==> src/logic/adc_rate_defines.svh <==
// Purpose: offsets, field positions, reset values and timing counts
// Assumes: pclk at 125 MHz, byte addresses on a 32-bit APB
// Notes: included by the converter control files by bare name
// Notes on behaviour
// - Running on the internal oscillator of 153.6kHz, a result comes 7.5 times a second with the notch at 60Hz.
// - A steady low on the frequency-select pin picks the internal clock with a 60Hz notch, a steady high the 50Hz one.
// - A clock toggling on the frequency-select pin becomes the conversion clock, one result per 20480 of its periods.
// - Each conversion stands alone, so a fast-rate result followed by a slow-rate one carries nothing over.
// - The result word is done bit, fixed-low bit, sign, range flag, then 20-bit code; over reference wraps, under zero gives ones.
// - An input of zero gives a zero code with the range flag low and the sign flag high.
// - Inputs beyond 1.125 or below -0.125 of reference clamp to the codes of those limits.
// - One bit leaves per serial clock, the word ends on the 24th falling edge, and later clocks read high.
`ifndef ADC_RATE_DEFINES_SVH
`define ADC_RATE_DEFINES_SVH

`define CLK_HZ 125000000
`define OSC60_HZ 153600
`define OSC50_HZ 128000
`define CONV_TICKS 20480
`define EXT_TIMEOUT_NS 1000000
`define CLK_PERIOD_NS 8
`define WORD_BITS 24
`define CODE_BITS 20
`define CLAMP_HI 24'h11FFFF
`define CLAMP_LO 24'hFE0000
`define FULL_SCALE 24'h100000

`define OFF_CTRL 12'h000
`define OFF_STATUS 12'h004
`define OFF_RESULT 12'h008
`define OFF_INT_STAT 12'h00C
`define OFF_INT_MASK 12'h010

`define CTRL_RUN_BIT 0
`define CTRL_RESET 32'h0000_0001
`define INT_MASK_RESET 3'h0
`define INT_DONE_BIT 0
`define INT_SENT_BIT 1
`define INT_ABORT_BIT 2
`define STATUS_BUSY_BIT 2
`define STATUS_READY_BIT 3

`endif

==> src/logic/adc_rate_pkg.sv <==
// Purpose: shared types of the converter control block
// Assumes: constants live in adc_rate_defines.svh
// Notes: none
package adc_rate_pkg;
   typedef enum logic [1:0] {
      MODE_INT60 = 2'b00,
      MODE_INT50 = 2'b01,
      MODE_EXT = 2'b11
   } rate_mode_t;

   typedef enum logic [1:0] {
      ST_CONVERT = 2'b00,
      ST_SLEEP = 2'b01
   } conv_state_t;

   typedef struct packed {
      logic done_n;
      logic fixed_low_bit;
      logic sign_flag;
      logic range_exceeded_flag;
      logic [19:0] code;
   } result_word_t;
endpackage

==> src/logic/result_encoder.sv <==
// Purpose: turns a signed input sample into the 24-bit result word
// Assumes: sample scale puts reference at 24'h100000
// Notes: purely combinational
`timescale 1ns/1ps
`default_nettype none
`include "adc_rate_defines.svh"
module result_encoder (
   input wire logic [23:0] vin_code,
   output adc_rate_pkg::result_word_t word
);
   logic signed [23:0] clamped;

   always_comb begin
      clamped = vin_code;
      if ($signed(vin_code) > $signed(`CLAMP_HI)) begin
         clamped = `CLAMP_HI;
      end else if ($signed(vin_code) < $signed(`CLAMP_LO)) begin
         clamped = `CLAMP_LO;
      end
      word.done_n = 1'b0;
      word.fixed_low_bit = 1'b0;
      // zero reads with the sign flag high
      word.sign_flag = (clamped >= 0);
      word.range_exceeded_flag = (clamped < 0) ||
         (clamped >= $signed(`FULL_SCALE));
      // modulo wrap: reference gives zero, -1 gives all ones
      word.code = clamped[19:0];
   end
endmodule
`default_nettype wire

==> src/logic/adc_rate_ctrl.sv <==
// Purpose: conversion clock select, result framing and serial output
// Assumes: pins are asynchronous to pclk; vin_code is on pclk
// Notes: registers on APB, one level interrupt
//
// The placing of the registers and register access over APB were decided locally.
`timescale 1ns/1ps
`default_nettype none
`include "adc_rate_defines.svh"
module adc_rate_ctrl #(
   parameter int conv_ticks = `CONV_TICKS,
   parameter int ext_timeout = `EXT_TIMEOUT_NS / `CLK_PERIOD_NS
) (
   input wire logic pclk,
   input wire logic presetn,
   input wire logic psel,
   input wire logic penable,
   input wire logic pwrite,
   input wire logic [11:0] paddr,
   input wire logic [31:0] pwdata,
   output logic [31:0] prdata,
   output logic pready,
   output logic pslverr,
   output logic irq,
   input wire logic freq_select_pin,
   input wire logic cs_n,
   input wire logic sck,
   output logic sdo,
   output logic sdo_oe_n,
   input wire logic [23:0] vin_code
);
   localparam int DIV60 = `CLK_HZ / `OSC60_HZ;
   localparam int DIV50 = `CLK_HZ / `OSC50_HZ;

   generate
      if (conv_ticks < 2 || conv_ticks > 32767 || ext_timeout < 2 ||
          ext_timeout > 16777215) begin : g_bad
         $error("conv_ticks or ext_timeout out of range");
      end
   endgenerate

   // pin synchronisers: stage 1 only feeds stage 2
   logic [2:0] f_sync, cs_sync, sck_sync;
   always_ff @(posedge pclk or negedge presetn) begin
      if (!presetn) begin
         f_sync <= 3'h0;
         cs_sync <= 3'h7;
         sck_sync <= 3'h0;
      end else begin
         f_sync <= {f_sync[1:0], freq_select_pin};
         cs_sync <= {cs_sync[1:0], cs_n};
         sck_sync <= {sck_sync[1:0], sck};
      end
   end
   logic f_s, cs_s, f_rise, sck_fall, cs_rise;
   assign f_s = f_sync[1];
   assign cs_s = cs_sync[1];
   assign f_rise = f_sync[1] & ~f_sync[2];
   assign sck_fall = ~sck_sync[1] & sck_sync[2];
   assign cs_rise = cs_sync[1] & ~cs_sync[2];

   // mode detection and conversion clock
   logic ext_seen_reg, ext_seen_next;
   logic [23:0] ext_tmr_reg, ext_tmr_next;
   logic [9:0] div_reg, div_next;
   adc_rate_pkg::rate_mode_t det_mode, conv_mode_reg, conv_mode_next;
   logic [9:0] div_last;
   logic tick;

   always_comb begin
      ext_seen_next = ext_seen_reg;
      ext_tmr_next = ext_tmr_reg;
      if (f_rise) begin
         ext_seen_next = 1'b1;
         ext_tmr_next = 24'h0;
      end else if (ext_tmr_reg == 24'(ext_timeout - 1)) begin
         ext_seen_next = 1'b0;
      end else begin
         ext_tmr_next = ext_tmr_reg + 24'h1;
      end
      if (ext_seen_reg) begin
         det_mode = adc_rate_pkg::MODE_EXT;
      end else if (f_s) begin
         det_mode = adc_rate_pkg::MODE_INT50;
      end else begin
         det_mode = adc_rate_pkg::MODE_INT60;
      end
      div_last = (conv_mode_reg == adc_rate_pkg::MODE_INT50) ?
         10'(DIV50 - 1) : 10'(DIV60 - 1);
      div_next = (div_reg >= div_last) ? 10'h0 : div_reg + 10'h1;
      if (conv_mode_reg == adc_rate_pkg::MODE_EXT) begin
         tick = f_rise;
      end else begin
         tick = (div_reg >= div_last);
      end
   end

   always_ff @(posedge pclk or negedge presetn) begin
      if (!presetn) begin
         ext_seen_reg <= 1'b0;
         ext_tmr_reg <= 24'h0;
         div_reg <= 10'h0;
      end else begin
         ext_seen_reg <= ext_seen_next;
         ext_tmr_reg <= ext_tmr_next;
         div_reg <= div_next;
      end
   end

   // conversion and serial output
   adc_rate_pkg::result_word_t enc_word;
   result_encoder u_enc (
      .vin_code(vin_code),
      .word(enc_word)
   );

   adc_rate_pkg::conv_state_t state_reg, state_next;
   logic [14:0] conv_cnt_reg, conv_cnt_next;
   logic [4:0] bit_cnt_reg, bit_cnt_next;
   logic [23:0] shift_reg, shift_next;
   logic [23:0] result_reg, result_next;
   logic sdo_next;
   logic ev_done, ev_sent, ev_abort, run;
   logic [31:0] ctrl_reg;

   assign run = ctrl_reg[`CTRL_RUN_BIT];

   always_comb begin
      state_next = state_reg;
      conv_cnt_next = conv_cnt_reg;
      bit_cnt_next = bit_cnt_reg;
      shift_next = shift_reg;
      result_next = result_reg;
      conv_mode_next = conv_mode_reg;
      ev_done = 1'b0;
      ev_sent = 1'b0;
      ev_abort = 1'b0;
      case (state_reg)
         adc_rate_pkg::ST_CONVERT: begin
            if (tick && run) begin
               if (conv_cnt_reg == 15'(conv_ticks - 1)) begin
                  // fresh sample each time, nothing kept from before
                  shift_next = enc_word;
                  result_next = enc_word;
                  bit_cnt_next = 5'h0;
                  state_next = adc_rate_pkg::ST_SLEEP;
                  ev_done = 1'b1;
               end else begin
                  conv_cnt_next = conv_cnt_reg + 15'h1;
               end
            end
         end
         adc_rate_pkg::ST_SLEEP: begin
            if (cs_rise && bit_cnt_reg != 5'h0) begin
               ev_abort = 1'b1;
               state_next = adc_rate_pkg::ST_CONVERT;
            end else if (!cs_s && sck_fall) begin
               shift_next = {shift_reg[22:0], 1'b1};
               bit_cnt_next = bit_cnt_reg + 5'h1;
               if (bit_cnt_reg == 5'(`WORD_BITS - 1)) begin
                  ev_sent = 1'b1;
                  state_next = adc_rate_pkg::ST_CONVERT;
               end
            end
         end
         default: begin
            state_next = adc_rate_pkg::ST_CONVERT;
         end
      endcase
      if (state_next == adc_rate_pkg::ST_CONVERT &&
          state_reg != adc_rate_pkg::ST_CONVERT) begin
         conv_cnt_next = 15'h0;
         conv_mode_next = det_mode;
      end
      // done bit reads high while converting and after the word
      sdo_next = (state_next == adc_rate_pkg::ST_SLEEP) ?
         shift_next[23] : 1'b1;
   end

   always_ff @(posedge pclk or negedge presetn) begin
      if (!presetn) begin
         state_reg <= adc_rate_pkg::ST_CONVERT;
         conv_cnt_reg <= 15'h0;
         bit_cnt_reg <= 5'h0;
         shift_reg <= 24'hFFFFFF;
         result_reg <= 24'h0;
         conv_mode_reg <= adc_rate_pkg::MODE_INT60;
         sdo <= 1'b1;
         sdo_oe_n <= 1'b1;
      end else begin
         state_reg <= state_next;
         conv_cnt_reg <= conv_cnt_next;
         bit_cnt_reg <= bit_cnt_next;
         shift_reg <= shift_next;
         result_reg <= result_next;
         conv_mode_reg <= conv_mode_next;
         sdo <= sdo_next;
         sdo_oe_n <= cs_s;
      end
   end

   // APB slave: zero wait states, read data caught in setup
   logic [2:0] int_stat_reg, int_stat_next, int_mask_reg, int_mask_next;
   logic [31:0] ctrl_next, rdata_next;
   logic wr, hit, err_next, err_reg;

   always_comb begin
      wr = psel && penable && pwrite;
      hit = (paddr == `OFF_CTRL) || (paddr == `OFF_STATUS) ||
         (paddr == `OFF_RESULT) || (paddr == `OFF_INT_STAT) ||
         (paddr == `OFF_INT_MASK);
      ctrl_next = ctrl_reg;
      int_mask_next = int_mask_reg;
      int_stat_next = int_stat_reg;
      if (wr && paddr == `OFF_CTRL) begin
         ctrl_next = {31'h0, pwdata[`CTRL_RUN_BIT]};
      end
      if (wr && paddr == `OFF_INT_MASK) begin
         int_mask_next = pwdata[2:0];
      end
      if (wr && paddr == `OFF_INT_STAT) begin
         int_stat_next = int_stat_reg & ~pwdata[2:0];
      end
      // a new event wins over a clear in the same cycle
      int_stat_next = int_stat_next | {ev_abort, ev_sent, ev_done};
      rdata_next = prdata;
      err_next = err_reg;
      if (psel && !penable) begin
         err_next = !hit;
         case (paddr)
            `OFF_CTRL: rdata_next = ctrl_reg;
            `OFF_STATUS: rdata_next = {28'h0,
               state_reg == adc_rate_pkg::ST_SLEEP,
               state_reg == adc_rate_pkg::ST_CONVERT, conv_mode_reg};
            `OFF_RESULT: rdata_next = {8'h0, result_reg};
            `OFF_INT_STAT: rdata_next = {29'h0, int_stat_reg};
            `OFF_INT_MASK: rdata_next = {29'h0, int_mask_reg};
            default: rdata_next = 32'h0;
         endcase
      end
   end

   always_ff @(posedge pclk or negedge presetn) begin
      if (!presetn) begin
         ctrl_reg <= `CTRL_RESET;
         int_mask_reg <= `INT_MASK_RESET;
         int_stat_reg <= 3'h0;
         prdata <= 32'h0;
         err_reg <= 1'b0;
         irq <= 1'b0;
      end else begin
         ctrl_reg <= ctrl_next;
         int_mask_reg <= int_mask_next;
         int_stat_reg <= int_stat_next;
         prdata <= rdata_next;
         err_reg <= err_next;
         irq <= |(int_stat_next & int_mask_next);
      end
   end
   assign pready = 1'b1;
   assign pslverr = psel && penable && err_reg;

   // checks
   // the divider may still stand above the 60Hz end in the cycle a new
   // mode is taken over from the 50Hz one
   div_bound_a: assert property (@(posedge pclk) disable iff (!presetn)
      (conv_mode_reg == adc_rate_pkg::MODE_INT60 && $stable(conv_mode_reg))
      |-> div_reg <= 10'(DIV60 - 1))
      else $error("internal divider overran");
   mode_pick_a: assert property (@(posedge pclk) disable iff (!presetn)
      (!ext_seen_reg && f_s) |-> det_mode == adc_rate_pkg::MODE_INT50)
      else $error("high pin did not pick 50Hz mode");
   ext_tick_a: assert property (@(posedge pclk) disable iff (!presetn)
      (state_reg == adc_rate_pkg::ST_CONVERT && run && f_rise &&
       conv_mode_reg == adc_rate_pkg::MODE_EXT &&
       conv_cnt_reg < 15'(conv_ticks - 1))
      |=> conv_cnt_reg == $past(conv_cnt_reg) + 15'h1)
      else $error("external edge not counted");
   fresh_start_a: assert property (@(posedge pclk) disable iff (!presetn)
      $rose(state_reg == adc_rate_pkg::ST_CONVERT) |-> conv_cnt_reg == 15'h0)
      else $error("conversion did not start from zero");
   word_head_a: assert property (@(posedge pclk) disable iff (!presetn)
      $rose(state_reg == adc_rate_pkg::ST_SLEEP) |->
      shift_reg[23:22] == 2'b00 && sdo == 1'b0)
      else $error("done and fixed bits not low");
   zero_code_a: assert property (@(posedge pclk) disable iff (!presetn)
      vin_code == 24'h0 |-> enc_word.code == 20'h0 &&
      !enc_word.range_exceeded_flag)
      else $error("zero input wrong code");
   clamp_hi_a: assert property (@(posedge pclk) disable iff (!presetn)
      $signed(vin_code) > $signed(`CLAMP_HI) |->
      enc_word.code == 20'h1FFFF && enc_word.range_exceeded_flag)
      else $error("over range not clamped");
   tail_high_a: assert property (@(posedge pclk) disable iff (!presetn)
      (state_reg == adc_rate_pkg::ST_SLEEP && ev_sent) |=> sdo[*2])
      else $error("sdo not high after word");
   mode_hold_a: assert property (@(posedge pclk) disable iff (!presetn)
      (state_reg == adc_rate_pkg::ST_CONVERT &&
       $past(state_reg) == adc_rate_pkg::ST_CONVERT) |->
      $stable(conv_mode_reg))
      else $error("mode changed inside a conversion");
endmodule
`default_nettype wire

==> config.mk <==
export PLATFORM = sky130hd
export DESIGN_NAME = adc_rate_ctrl
export DESIGN_NICKNAME = d
export VERILOG_FILES = /design/src/logic/adc_rate_pkg.sv /design/src/logic/result_encoder.sv /design/src/logic/adc_rate_ctrl.sv
export VERILOG_INCLUDE_DIRS = /design/src /design/src/logic
export SDC_FILE = /design/constraint.sdc
export NUM_CORES = 1
export LEC_CHECK = 0
export BUFFER_PORTS_ARGS = -buffer_cell sky130_fd_sc_hd__buf_2
export CAP_MARGIN = 20
export CORE_UTILIZATION = 61
export DETAILED_ROUTE_END_ITERATION = 6
export GPL_ROUTABILITY_DRIVEN = 0
export PLACE_DENSITY = 0.93
export SLEW_MARGIN = 15
export SYNTH_ARGS = -nofsm -noshare
export SYNTH_HDL_FRONTEND = slang
export SYNTH_SLANG_ARGS = --single-unit
==> constraint.sdc <==
create_clock -name pclk -period 5.7 [get_ports pclk]
set_clock_uncertainty 0.1 [all_clocks]
set_input_delay 0.57 -clock pclk [delete_from_list [all_inputs] [get_ports pclk]]
set_output_delay 0.57 -clock pclk [all_outputs]
set_load 0.05 [all_outputs]
==> out/qor.csv <==
metric,value,unit
Post-synth EDFFs,0,
flop-to-flop setup slack,2.46,ns
via count,5514,
DR iter-0 viols,397,
Ys Warns,0,
CP endpoint kind,flop,
worst hold slack,-0.0107,ns
final hold violations,4,
vias in the first global route,5375,
Fmax,309,MHz
Root Buffer,clkbuf_16,
number of fill cells,743,
CTS sink cnt,146,
CTS tree,yes,
area delta synth->final,14.2,%
# hold bufs at CTS,0,
final core occ,71.4,%
Synth top area share,41.0,%
worst hold path class,in2async,
# DRC,0,
postcts setup bufs,0,
Port Buf Inserts,72,
Longest Clk Path Bufs,2,
number of clock buffers inserted by TritonCTS,17,
initial antenna violation count,0,
routed vias/inst,6.17,
Synth Register Bits,146,
Setup crit start kind,flop,
share of cells above drive strength 1,21.4,%
RSZ-0062 raised after global routing,false,
drt first pass iters,5,
failing checks,hold timing,
Final Setup Violations,0,
Die Y,110,um
status,finished with violations,
gr usage total,28.1,%
worst setup slack after layout,2.46,ns
Setup TNS,0,ns
most common cell in the netlist,dfrtp_1,
CP Class,reg2reg,
clk_lat worst skew,0.43,ns
VDD IR max,0.296,mV
H-tree Lvls,4,
P_leak,3.81,nW
"Seq/Total Area, Yosys",51.7,%
clock-pin slew on the worst setup and hold paths,0.07,ns
worst slew slack as a fraction of its limit,27.1,%
area of the multi-input gates,3140,um^2
FP Rows,39,
Initial Util,62.5,%
main area contributors after synthesis,"dfrtp_1, dfstp_2, o21ai_0, xor2_1, nand2_1",
Layout Cells excl Fill,894,
worst path arrival time,3.44,ns
"Distinct cells, synth",67,
DRT antenna net count,0,
CP required,5.90,ns
Main synth FF type,dfrtp_1,
# diodes,0,
fin crit share,56.8,%
CP Max Fanout,43,
largest net degree at the start of global routing,87,
synth cell count leaders,"dfrtp_1, nand2_1, nor2_1, o21ai_0, inv_1",
Design Power,2.36,mW
Max-cap violations,0,
WL final,16.0,mm
power per cell area,290,nW/um^2
# resized after CTS,0,
Mapped Avg Cell Area,10.6,um^2
Reg area,3690,um^2
DP Cell Count,861,
first-pass GRT wire length,25.9,mm
die area,12100,um^2
synthesized cell area,7140,um^2
cell depth of the worst flop-to-flop path,9,
Pins Over Slew Limit,0,
Worst R2R Start,conv_mode_reg[1],
design area,8160,um^2
pre-CTS setup slack,2.57,ns
global route overflow,0,
Core Region,11400,um^2
WL/cell,17.9,um
Die X-Extent,110,um
slew of the pin with the lowest slew margin,1.09,ns
Gate Count Post-Synth,673,
min Tclk post-route,3.24,ns
async set or reset register ratio after synthesis,100,%
DP Area,7520,um^2
I/O pins,113,
"area leader, netlist",dfrtp_1,
R2R Path End,result_reg[3],
DP HPWL,10.3,mm
NumNets Final,825,
## worst max path at each step
stage	cells after the start	from	slack (ns)	to
floorplan	7	conv_mode_reg[1]	3.19	result_reg[10]
global placement	9	conv_mode_reg[1]	2.69	result_reg[5]
detailed placement	9	conv_mode_reg[1]	2.57	result_reg[13]
CTS	9	conv_mode_reg[1]	2.50	result_reg[3]
global route	9	conv_mode_reg[1]	2.33	result_reg[13]
finish	9	conv_mode_reg[1]	2.46	result_reg[3]
## cell type report
type                    count  share of cell area [%]
flip-flops and latches    146                    45.2
multi-input cells         464                    38.4
clock buffers              17                    5.22
repair buffers             77                    5.20
clock inverters            15                    2.22
well taps                 143                    2.19
inverters                  32                    1.47
## routing by layer
layer,GRT usage (%),up-vias,wire [um]
met3,6.53,29,932
met4,11.5,0,225
met1,34.6,2746,6510
li1,-,2525,-
met2,47.9,214,8340
met5,0,-,0
## worst max-delay path, cell delays in order (launching register included)
cell       delay, ns
dfrtp_1         0.42
nand2b_1        0.24
inv_1           0.10
ha_1            0.28
nand2b_4        0.15
a2111oi_4       0.50
o31a_2          0.54
nor3_4          0.08
buf_4           0.31
mux2_1          0.39
## logic make-up (layout without fill, tap and decap cells)
logic type               count (synthesis)  after routing  share of synthesized area [%]
AO/OA/AOI/OAI                          128            128                           13.4
XOR/XNOR                                30             30                           3.68
adder cells (fa/ha/maj)                 11             11                           1.93
buffers and inverters                   73            141                           4.96
flip-flops                             146            146                           51.7
multiplexers                            36             36                           5.57
other                                    2             12                          0.105
AND/OR/NAND/NOR                        247            247                           18.7
## cells in the final DEF, fill, tap and decap left out, types with 11 or more instances in the layout
cell type and n:
and2_1 20, a21oi_1 12, clkbuf_16 17, and3_1 14, nand2b_1 16, conb_1 12
buf_2 71, mux2i_1 15, nor2_1 49, dfrtp_1 117, xor2_1 23, nand2_1 49
inv_1 32, mux2_1 15, a221o_1 18, ha_1 11, nor4_1 11, a22o_1 18
nand4_1 18, o21ai_0 42, dfstp_2 29, nand3_1 24
## report_power, final
group	switching [mW]	internal, mW
Sequential	0.0148	1.05
Clock	0.485	0.664
Combinational	0.102	0.0416
Total	0.602	1.76
No activity file was read; power rests on OpenSTA's default activity.
